$ cat config.mk
export PLATFORM = sky130hd
export DESIGN_NAME = scs_shifter
export DESIGN_NICKNAME = d
export VERILOG_FILES = /design/src/pkg/scs_pkg.sv /design/src/logic/scs_clkdiv.sv /design/src/logic/scs_shifter.sv
export VERILOG_INCLUDE_DIRS = /design/src /design/src/pkg
export SDC_FILE = /design/constraint.sdc
export NUM_CORES = 1
export LEC_CHECK = 0
export BUFFER_PORTS_ARGS = -buffer_cell sky130_fd_sc_hd__buf_2
export CELL_PAD_IN_SITES_DETAIL_PLACEMENT = 0
export CELL_PAD_IN_SITES_GLOBAL_PLACEMENT = 1
export CORE_MARGIN = 4
export CORE_UTILIZATION = 47
export DETAILED_ROUTE_END_ITERATION = 8
export PLACE_DENSITY_LB_ADDON = 0.1
export SLEW_MARGIN = 10
export SYNTH_ARGS = -nofsm -noshare
export SYNTH_HDL_FRONTEND = slang
export SYNTH_SLANG_ARGS = --single-unit
export TNS_END_PERCENT = 100
$ cat constraint.sdc
create_clock -name core_clk -period 4 [get_ports core_clk]
set_input_delay 0.2 -clock core_clk [delete_from_list [all_inputs] [get_ports core_clk]]
set_output_delay 0.2 -clock core_clk [all_outputs]
set_load 0.02 [all_outputs]
$ cat src/pkg/scs_params.svh
`ifndef SCS_PARAMS_SVH
`define SCS_PARAMS_SVH

// ----------------------------------------
// field codes
// ----------------------------------------
`define SCS_CLK_EXT       3'h7
`define SCS_MODE_PORT     2'h0
`define SCS_MODE_SIO      2'h1
`define SCS_MODE_I2C      2'h2
`define SCS_XFER_TX       2'h0
`define SCS_XFER_TXRX     2'h2
`define SCS_XFER_RX       2'h3
`define SCS_BITS          4'h8
`define SCS_DIV_W         12

// ----------------------------------------
// divider half periods per clock-select code
// ----------------------------------------
`define SCS_DIV0          12'h004
`define SCS_DIV1          12'h008
`define SCS_DIV2          12'h010
`define SCS_DIV3          12'h020
`define SCS_DIV4          12'h040
`define SCS_DIV5          12'h080
`define SCS_DIV6          12'h100

`endif

$ cat src/pkg/scs_pkg.sv
package scs_pkg;

	typedef enum logic [2:0] {
		SCS_IDLE  = 3'b001,
		SCS_SHIFT = 3'b010,
		SCS_WAIT  = 3'b100
	} scs_state_t;

endpackage

$ cat src/logic/scs_clkdiv.sv
`timescale 1ns/100ps
`include "scs_params.svh"

module scs_clkdiv
	import scs_pkg::*;
(
	// clock and reset
	input  wire logic       core_clk,
	input  wire logic       nrst,
	// control
	input  wire logic       run,
	input  wire logic [2:0] clk_sel,
	// output
	output logic            tick
);

	typedef struct packed {
		logic [`SCS_DIV_W-1:0] cnt;
		logic                  tick;
	} scs_div_t;

	scs_div_t s_q;
	scs_div_t s_d;
	logic [`SCS_DIV_W-1:0] half;

	// ----------------------------------------
	// half period lookup
	// ----------------------------------------
	always_comb begin
		unique case (clk_sel)
			3'h0: half = `SCS_DIV0;
			3'h1: half = `SCS_DIV1;
			3'h2: half = `SCS_DIV2;
			3'h3: half = `SCS_DIV3;
			3'h4: half = `SCS_DIV4;
			3'h5: half = `SCS_DIV5;
			3'h6: half = `SCS_DIV6;
			default: half = `SCS_DIV6;
		endcase
	end

	always_comb begin
		s_d = s_q;
		s_d.tick = 1'b0;
		if (!run) begin
			s_d.cnt = '0;
		end else if (s_q.cnt >= half - 12'h001) begin
			s_d.cnt = '0;
			s_d.tick = 1'b1;
		end else begin
			s_d.cnt = s_q.cnt + 12'h001;
		end
	end

	always_ff @(posedge core_clk or negedge nrst) begin
		if (!nrst) begin
			s_q <= '0;
		end else begin
			s_q <= s_d;
		end
	end

	assign tick = s_q.tick;

endmodule

$ cat src/logic/scs_shifter.sv
`timescale 1ns/100ps
`include "scs_params.svh"

module scs_shifter
	import scs_pkg::*;
(
	// clock and reset
	input  wire logic       core_clk,
	input  wire logic       nrst,
	// control fields
	input  wire logic [1:0] interface_mode,
	input  wire logic [1:0] transfer_mode_field,
	input  wire logic [2:0] clk_sel,
	input  wire logic [2:0] bit_count_field,
	input  wire logic       transfer_start_bit,
	input  wire logic       transfer_inhibit_bit,
	// shared data buffer access
	input  wire logic       buf_wr,
	input  wire logic [7:0] buf_wdata,
	input  wire logic       buf_rd,
	output logic      [7:0] shared_data_buffer,
	// status and event
	output logic            transfer_active_flag,
	output logic            shift_active_flag,
	output logic            buffer_service_irq,
	// serial pins
	input  wire logic       serial_clock_pin_in,
	output logic            serial_clock_pin_out,
	output logic            serial_clock_pin_oe_n,
	output logic            serial_out_pin,
	output logic            serial_out_pin_oe_n,
	input  wire logic       serial_in_pin
);

	typedef struct packed {
		scs_state_t  st;
		logic [1:0]  sck_sync;
		logic [1:0]  sin_sync;
		logic        sck_prev;
		logic        sck_int;
		logic [7:0]  sh;
		logic [3:0]  cnt;
		logic [7:0]  dbuf;
		logic        full;
		logic        irq;
		logic        sof;
		logic        stop_req;
		logic        drop;
	} scs_state_reg_t;

	scs_state_reg_t s_q;
	scs_state_reg_t s_d;

	logic ext_clk;
	logic sio_on;
	logic is_tx;
	logic is_rx;
	logic tick;
	logic sck_now;
	logic fall;
	logic rise;
	logic svc_pending;
	logic div_run;

	assign ext_clk = (clk_sel == `SCS_CLK_EXT);
	assign sio_on  = (interface_mode == `SCS_MODE_SIO);
	assign is_tx   = (transfer_mode_field == `SCS_XFER_TX) || (transfer_mode_field == `SCS_XFER_TXRX);
	assign is_rx   = (transfer_mode_field != `SCS_XFER_TX);

	// ----------------------------------------
	// buffer service wait
	// ----------------------------------------
	// transmit waits for a write, receive for a read, duplex for a write alone, since a write also clears irq
	always_comb begin
		if (!is_rx) begin
			svc_pending = !s_q.full;
		end else if (is_tx) begin
			svc_pending = !s_q.full || s_q.irq;
		end else begin
			svc_pending = s_q.full;
		end
	end

	assign div_run = sio_on && !ext_clk && (s_q.st == SCS_SHIFT) &&
		!(svc_pending && s_q.cnt == 4'h0 && s_q.sck_int);

	scs_clkdiv u_div (
		.core_clk (core_clk),
		.nrst     (nrst),
		.run      (div_run),
		.clk_sel  (clk_sel),
		.tick     (tick)
	);

	// ----------------------------------------
	// edge detection
	// ----------------------------------------
	// synchroniser first stage is read only by its second stage
	assign sck_now = ext_clk ? s_q.sck_sync[1] : s_q.sck_int;
	assign fall    = s_q.sck_prev && !sck_now;
	assign rise    = !s_q.sck_prev && sck_now;

	// ----------------------------------------
	// next state
	// ----------------------------------------
	always_comb begin
		s_d = s_q;
		s_d.sck_sync = {s_q.sck_sync[0], serial_clock_pin_in};
		s_d.sin_sync = {s_q.sin_sync[0], serial_in_pin};
		s_d.sck_prev = sck_now;
		s_d.irq = s_q.irq;

		// software access to the shared buffer
		if (buf_rd) begin
			s_d.irq = 1'b0;
			if (is_rx) begin
				s_d.full = 1'b0;
			end
		end
		if (buf_wr) begin
			s_d.dbuf = buf_wdata;
			s_d.full = 1'b1;
			s_d.irq  = 1'b0;
		end

		if (tick) begin
			s_d.sck_int = !s_q.sck_int;
		end

		if (!transfer_start_bit) begin
			s_d.stop_req = (s_q.st != SCS_IDLE);
		end

		unique case (s_q.st)
			SCS_IDLE: begin
				s_d.sck_int = 1'b1;
				s_d.cnt = 4'h0;
				if (sio_on && transfer_start_bit && !transfer_inhibit_bit) begin
					s_d.st = SCS_SHIFT;
					s_d.stop_req = 1'b0;
					s_d.drop = 1'b0;
				end
			end
			SCS_SHIFT, SCS_WAIT: begin
				if (s_q.cnt == 4'h0 && !transfer_start_bit) begin
					// nothing left to shift once start is withdrawn at a byte boundary
					s_d.st = SCS_IDLE;
				end else if (fall) begin
					if (s_q.cnt == 4'h0) begin
						if (is_tx) begin
							// load a new byte, or the stale buffer contents again when the buffer ran dry
							s_d.sh   = s_q.dbuf;
							s_d.sof  = s_q.dbuf[0];
							// a write in the same cycle refills the buffer
							s_d.full = buf_wr;
							if (!is_rx) begin
								s_d.irq = 1'b1;
							end
						end
						s_d.cnt  = 4'h1;
						s_d.drop = is_rx && ext_clk && (is_tx ? s_q.irq : s_q.full);
					end else if (is_tx) begin
						// shift register moves on rise, so bit 0 is the next bit out
						s_d.sof = s_q.sh[0];
					end
				end else if (rise && s_q.cnt != 4'h0) begin
					s_d.sh = {is_rx && s_q.sin_sync[1], s_q.sh[7:1]};
					if (s_q.cnt == `SCS_BITS) begin
						s_d.cnt = 4'h0;
						if (is_rx && !s_q.drop) begin
							s_d.dbuf = {s_q.sin_sync[1], s_q.sh[7:1]};
							s_d.full = 1'b1;
							s_d.irq  = 1'b1;
						end
						if (s_q.stop_req || !transfer_start_bit) begin
							s_d.st = SCS_IDLE;
						end
					end else begin
						s_d.cnt = s_q.cnt + 4'h1;
					end
				end
				if (transfer_inhibit_bit || !sio_on) begin
					// partial byte is simply discarded
					s_d.st = SCS_IDLE;
					s_d.cnt = 4'h0;
				end
			end
			default: begin
				s_d.st = SCS_IDLE;
			end
		endcase
	end

	always_ff @(posedge core_clk or negedge nrst) begin
		if (!nrst) begin
			s_q <= '{st: SCS_IDLE, sck_sync: 2'h3, sck_prev: 1'b1, sck_int: 1'b1, default: '0};
		end else begin
			s_q <= s_d;
		end
	end

	// ----------------------------------------
	// outputs
	// ----------------------------------------
	assign shared_data_buffer    = s_q.dbuf;
	assign transfer_active_flag  = (s_q.st != SCS_IDLE);
	assign shift_active_flag     = (s_q.cnt != 4'h0);
	assign buffer_service_irq    = s_q.irq;
	assign serial_clock_pin_out  = s_q.sck_int;
	assign serial_clock_pin_oe_n = !(sio_on && !ext_clk);
	assign serial_out_pin        = s_q.sof;
	assign serial_out_pin_oe_n   = !sio_on;

endmodule

==> metrics.txt, run 1 <==
critical path arrival=around 2.7 ns; post-route minimum period=2.456 ns; Area Overhead vs Synth=12.08%; worst path buffer plus inverter count=0; Ys Warns=0; share of the yosys chip area belonging to registers=44.34%; hold_ws=-0.02073 ns; critical path launch point type=register; PD cells=316.2 nW/um2; crit-path cells=ha_1 -> a2111oi_0 -> o21ai_0 -> a221oi_1 -> nand3b_1 -> nor2_1; flop-to-flop setup slack=roughly 1.5 ns; die area=6810 um2; first-pass GRT wire length=9.059 mm; RSZ-0062 raised after global routing=no; Core ar.=~5200 um2; flops & latches, synth=46; Fin. Hold Viols=a little over 40; io pins=41; placed cells=between 300 and 400; Synth Area per Inst=10.08 um2; IO buf count=37; cell area after synthesis=2610 um2; initial antenna violation count=0; failing checks=negative hold slack; delay-heaviest family, CP=compound AO/OA/AOI/OAI gates; antenna-violating nets left=0; largest net degree at the start of global routing=47; Die Wd=82.52 um; Vias/cell=~5.2; WS Path Type=register to register; Met3 Wirelength=approximately 170 um; root buf cell=clkbuf_8; Finished Layout Cells=about 360; Inserted Diodes=0; EDFF count, synth=0; Post-CTS Setup Inserts=0; power share of the clock group=37.1%; reg2reg path depth=6; H-Tree Depth=2; CTS max path bufs=2; Synth Flop Type=dfrtp_1; TritonCTS clock tree=yes; vias in the first global route=about 1900; reg-to-reg endpoint=u_div.s_q[9]$_DFF_PN0_; synth unique cells=56; cts repair resizes=0; Max-Cap Viols=0; register area=1157 um2; DR iter-0 viols=80; status=complete, but fails checks; DRC Markers=0; first-pass iteration count of the detailed router=6; Setup TNS=0 ns; Finish-stage setup viols=0; Hold Crit Class=primary input to asynchronous set/reset pin; mean routed wirelength per cell=14.47 um; NetSw=222.0 uW; skew final=0.004399 ns; Max Used Layer=met4; VDD IR max=0.0001960 V; Die Y=82.52 um; Placement Setup Slack=1.558 ns; initial core utilization=between 40% and 50%; total wire length=5.251 mm; Internal=703.0 uW; CP max stage cell=dfrtp_1; Met1 Routed Length=2.703 mm; post-route setup slack=around 1.5 ns; area leader, netlist=dfrtp_1; Final HPWL DP=3.825 mm; Final Cycle Share=61.41%; CP Capture Type=register; switch share=24.00%; CP required=4.21 ns; Fill cells=between 400 and 500; Final Slew Violations=0; GR Overflow Total=0; Critical Path Max Stage Delay=0.44 ns; main area contributors after synthesis=dfrtp_1 39%, ha_1 5.8%, dfstp_2 5.0%, mux2_2 4.3%, a21oi_1 4.2%; vias post-DR=1900; GRT Resource Usage Total=17.46%; f_max=407.1 MHz; Yosys top cell area share=39.31%; num rows=26; layout net count=330; number of clock sinks=46; Lkg Pwr=0.001376 uW; layout cell share with drive strength beyond 1=24.91%; sequential share of power=52.8%; routed wl met2=roughly 2.3 mm; Slew HR=47.68%; Syn Inst Count=259; logic gate share of total power=10.1%; CTS Hold Buffers Added=2; reg2reg start=u_div.s_q[8]$_DFF_PN0_; Placer Congestion=around 0.80; Crit Path Max Fanout=11; clock slew at reported path FFs=0.08 ns; Num CTS Buffers=5; Final Util=55.85%; worst skew pair latency=0.29 ns; actual slew at the worst max-slew pin=0.7848 ns; multi-input logic area=1320 um2; async set-reset flop share out of synthesis=100.0%
[flip-flops by register name, summed over array words and instances, names as in the netlist]
signal                flops
shared_data_buffer        8
buffer_service_irq        1
u_div.tick                1
serial_clock_pin_out      1
serial_out_pin            1
s_d                       2
s_q                      20
u_div.s_q                12
[worst register-to-register path: cells and delay by family (launching register included)]
kind / cells / cell delay (ns)
AOI/OAI and AO/OA: 3 / 0.93
adders and majority gates: 1 / 0.33
DFF: 1 / 0.44
and+or+nand+nor: 2 / 0.66
[area by class of cell]
class	instances	share of cell area, %
clock buffers	6	2.481
well taps	70	2.994
multi-input cells	189	45.12
flip-flops and latches	46	39.56
inverters	10	1.283
clock inverters	2	1.283
repair buffers	40	7.271
[cell usage in the layout, fill, tap and decap left out, types with 2 or more instances in the layout]
master	netlist	layout
dlygate4sd3_1	0	2
conb_1	1	3
dfstp_2	5	5
buf_2	4	37
ha_1	12	12
a32o_1	2	2
mux2_2	10	10
nand2_1	16	16
xor2_1	7	7
a21oi_1	22	22
o211a_1	2	2
dfrtp_1	41	41
o21ai_0	8	8
nor3b_1	2	2
a22o_1	7	7
a21o_1	2	2
nand2b_1	5	5
o2bb2ai_1	2	2
nor2b_1	4	4
inv_1	9	9
mux2i_1	9	9
xnor2_1	4	4
a31oi_1	2	2
nor3_1	6	6
clkbuf_8	0	5
nand3_1	9	9
nor2_1	28	28
[how the worst max path moves through the flow]
| stage | from | to | slack, ns | depth (start not counted) |
|---|---|---|---|---|
| after CTS | u_div.s_q[8]$_DFF_PN0_ | u_div.s_q[9]$_DFF_PN0_ | 1.54 | 6 |
| final | u_div.s_q[8]$_DFF_PN0_ | u_div.s_q[9]$_DFF_PN0_ | 1.54 | 6 |
| after global routing | u_div.s_q[8]$_DFF_PN0_ | u_div.s_q[1]$_DFF_PN0_ | 1.32 | 6 |
| after global placement | u_div.s_q[8]$_DFF_PN0_ | u_div.s_q[1]$_DFF_PN0_ | 1.65 | 6 |
| after detailed placement | u_div.s_q[8]$_DFF_PN0_ | u_div.s_q[9]$_DFF_PN0_ | 1.56 | 6 |
| after floorplan | s_q[13]$_DFFE_PN0P_ | s_q[17]$_DFFE_PN0P_ | 1.92 | 8 |
[synth_stat cells (all sizes together), types with 9 or more instances]
cell,number
mux2,10
mux2i,9
buf,15
nand2,16
dfrtp,41
o21ai,9
nand3,9
nor2,29
inv,10
ha,12
a21oi,23
[power by group through the flow]
stage               clock network, uW  logic (uW)  registers, uW
floorplan                           0        66.3            495
global placement                    0        93.1            498
detailed placement                  0        93.9            498
CTS                               353        95.7            489
global route                      375         106            491
finish                            344        93.4            488
[metal layers]
layer	GRT usage [%]	up-vias
met4	6.209	0
met5	0	-
met1	24.98	897
met3	3.362	4
li1	-	973
met2	26.28	26
[stage by stage]
step	hold WS, ns	power, uW	instance area [um2]
after floorplan	-0.09559	561.6	2618
after global placement	0.3061	590.6	2795
after detailed placement	0.3062	591.4	2795
after CTS	0.01028	937.1	2925
after global routing	0.03167	972.1	2925
final	-0.02073	925.0	2925
[cells by family (layout without fill, tap and decap cells)]
logic type                 count (synthesis)  after routing  synth area share (%)
adders and majority gates                 12             12                 5.752
xor gates and xnor gates                  11             11                 3.691
buffers and inverters                     26             58                 5.369
muxes                                     19             19                 7.766
and+or+nand+nor                           85             85                 16.97
DFF                                       46             46                 44.34
other                                      1              3                0.1437
AOI/OAI and AO/OA                         59             59                 15.96
Power figures use the tool's default switching activity.
==> run 2, diff against run 1 <==
--- a/config.mk
+++ b/config.mk
@@ -6,11 +6,12 @@
 export SDC_FILE = /design/constraint.sdc
 export NUM_CORES = 1
 export LEC_CHECK = 0
+export ABC_AREA = 1
 export BUFFER_PORTS_ARGS = -buffer_cell sky130_fd_sc_hd__buf_2
 export CELL_PAD_IN_SITES_DETAIL_PLACEMENT = 0
 export CELL_PAD_IN_SITES_GLOBAL_PLACEMENT = 1
 export CORE_MARGIN = 4
-export CORE_UTILIZATION = 47
+export CORE_UTILIZATION = 38
 export DETAILED_ROUTE_END_ITERATION = 8
 export PLACE_DENSITY_LB_ADDON = 0.1
 export SLEW_MARGIN = 10
==> constraint.sdc (replaced) <==
create_clock -name core_clk -period 2.05 [get_ports core_clk]
set_input_delay 0.1025 -clock core_clk [delete_from_list [all_inputs] [get_ports core_clk]]
set_output_delay 0.1025 -clock core_clk [all_outputs]
set_load 0.02 [all_outputs]
==> metrics.txt, run 2 <==
status=finished clean; skew final=approximately 0.0043 ns; register area=1157 um2; CP required=roughly 2.3 ns; Internal=~1400 uW; Synth top cells by count=123 x nand2_1, 41 x dfrtp_1, 41 x inv_1, 36 x nor2_1, 23 x nand3_1; sequential share of power=about half; H-Tree Depth=2; Synth Flop Type=dfrtp_1; post-route minimum period=1.785 ns; Yosys top cell area share=between 30% and 40%; root buf cell=clkbuf_8; CTS Hold Buffers Added=4; total wire length=roughly 6.4 mm; RSZ-0062 raised after global routing=no; flops & latches, synth=46; actual slew at the worst max-slew pin=0.6247 ns; Fill cells=779; depth of the worst hold-timing path=2; multi-input logic area=1415 um2; die area=8900 um2; CTS max path bufs=2; Final Util=about 44%; busiest grt layer=met2; Syn Inst Count=roughly 370; f_max=560.1 MHz; VDD IR max=around 0.00022 V; initial core utilization=between 30% and 40%; Core ar.=roughly 7300 um2; Critical Path Stages=8; Die Wd=94.34 um; placed instance area=3088 um2; Finished Layout Cells=515; PD cells=630.6 nW/um2; commonest non-fill, non-tap cell in the layout=nand2_1; Vias/cell=4.633; switch share=31.66%; cts repair resizes=0; initial antenna violation count=0; area leader, netlist=dfrtp_1; TritonCTS clock tree=yes; placed cells=about 500; delay-heaviest family, CP=compound AO/OA/AOI/OAI gates; Final Cycle Share=87.10%; logic gate share of total power=21.7%; share of the yosys chip area belonging to registers=between 40% and 50%; Final HPWL DP=around 4.7 mm; Synth Area per Inst=7.594 um2; met1 Usage GRT=a little over a fifth; Max-Cap Viols=0; cell area after synthesis=roughly 2800 um2; most frequent cell after synthesis=nand2_1; CP Capture Type=register; most frequent cells in the layout=123 x nand2_1, 41 x inv_1, 41 x dfrtp_1, 37 x buf_2, 36 x nor2_1; worst skew pair latency=~0.30 ns; Ys Warns=0; layout cell share with drive strength beyond 1=18.99%; reg2reg path depth=8; synth unique cells=37; max reg flops=20; Lkg Pwr=0.001680 uW; main area contributors after synthesis=dfrtp_1 36%, nand2_1 16%, inv_1 5.4%, ha_1 5.3%, nor2_1 4.8%; antenna-violating nets left=0; worst path buffer plus inverter count=1; crit-path cells=inv_1 -> ha_1 -> a21oi_2 -> nand2_4 -> o21ai_4 -> nand2_4 -> nand2_1 -> nand2_1; io pins=41; Fin. Hold Viols=0; WS Path Type=register to register; power share of the clock group=28.9%; met2 Use GR=25.12%; Finish-stage setup viols=0; first-pass iteration count of the detailed router=4; Placer Congestion=0.8645; CP max stage cell=dfrtp_1; critical path launch point type=register; clock slew at reported path FFs=0.09 ns; IO buf count=37; vias post-DR=2386; first-pass GRT wire length=10.95 mm; Critical Path Max Stage Delay=0.43 ns; Post-CTS Setup Inserts=0; Slew HR=just under 60%; Inserted Diodes=0; Final Slew Violations=0; vias in the first global route=between 2000 and 2500; critical path arrival=1.98 ns; DRC Markers=0; Finished Cell Area=approximately 3200 um2; DR iter-0 viols=99; Area Overhead vs Synth=13.65%; async set-reset flop share out of synthesis=100.0%; Top reg by flops=s_q; number of clock sinks=46; mean routed wirelength per cell=12.44 um; Num CTS Buffers=5; layout net count=453; NetSw=about 640 uW; GRT Resource Usage Total=15.61%; met3 Usage GRT=2.869%; num rows=31; GR Overflow Total=0; Die Y=94.34 um; Crit Path Max Fanout=13; Hold Crit Class=primary input to register; EDFF count, synth=0; largest net degree at the start of global routing=between 40 and 50; Setup TNS=0 ns
-- run 2: cell count changes after synthesis, sizes merged, moves of 9 or more --
cell   previous run  this run
a21oi            23        11
inv              10        43
mux2             10         0
mux2i             9         0
nand2            16       129
nand3             9        26
o21ai             9        24
-- run 2: cell families (layout without fill, tap and decap cells) --
kind of cell,count (synthesis),after routing,synth area share [%]
AOI/OAI and AO/OA,42,42,9.629
xor gates and xnor gates,9,9,2.783
adders and majority gates,12,12,5.300
buffers and inverters,58,99,9.452
DFF,46,46,40.86
other,1,3,0.1324
and+or+nand+nor,205,205,31.85
-- run 2: cell type report --
cell class              instances  area share [%]
well taps                      99           3.848
clock buffers                   7           2.682
inverters                      45           5.247
multi-input cells             271           43.96
flip-flops and latches         46           35.95
repair buffers                 46           8.162
clock inverters                 1          0.1555
-- run 2: stage by stage --
step / hold slack, ns / total power (uW) / setup WS [ns]
5_1_grt: 0.04708 / 2171 / 0.08858
4_1_cts: 0.04338 / 2075 / 0.2588
3_3_place_gp: 0.2108 / 1463 / 0.2995
2_1_floorplan: -0.1931 / 1325 / 0.4042
6_report: 0.05717 / 2030 / 0.2645
3_5_place_dp: 0.2130 / 1464 / 0.2749
-- run 2: power by group through the flow --
stage | Combinational, uW | Sequential (uW) | Clock [uW]
after floorplan | 305 | 1020 | 0
after global placement | 441 | 1020 | 0
after detailed placement | 442 | 1020 | 0
after CTS | 450 | 1000 | 620
after global routing | 506 | 1010 | 655
final | 441 | 1000 | 587
-- run 2: path summary, 6_finish.rpt --
kind,start,end,slack [ns]
min in group asynchronous,nrst,s_q[32]$_DFFE_PN0P_,0.43
worst min-delay path,buf_rd,buffer_service_irq$_DFF_PN0_,0.06
max in group asynchronous,nrst,u_div.s_q[9]$_DFF_PN0_,1.20
worst min register to register,s_d[30]$_DFF_PN1_,s_q[30]$_DFF_PN1_,0.36
worst max register to register,s_q[13]$_DFFE_PN0P_,s_q[18]$_DFFE_PN0P_,0.26
worst max-delay path,s_q[13]$_DFFE_PN0P_,s_q[18]$_DFFE_PN0P_,0.26
-- run 2: worst reg2reg max path, delay by kind of cell, from the launching register on --
family | cells | cell delay, ns
AOI/OAI and AO/OA | 2 | 0.47
and+or+nand+nor | 4 | 0.46
DFF | 1 | 0.43
adders and majority gates | 1 | 0.25
buffers and inverters | 1 | 0.08
-- run 2: metal layers --
layer	routed length [um]	vias to the layer above	share of wire (%)
li1	-	1255	-
met1	3062	1080	48
met2	2996	40	47
met3	228	11	3.6
met4	122	0	1.9
met5	0	-	0
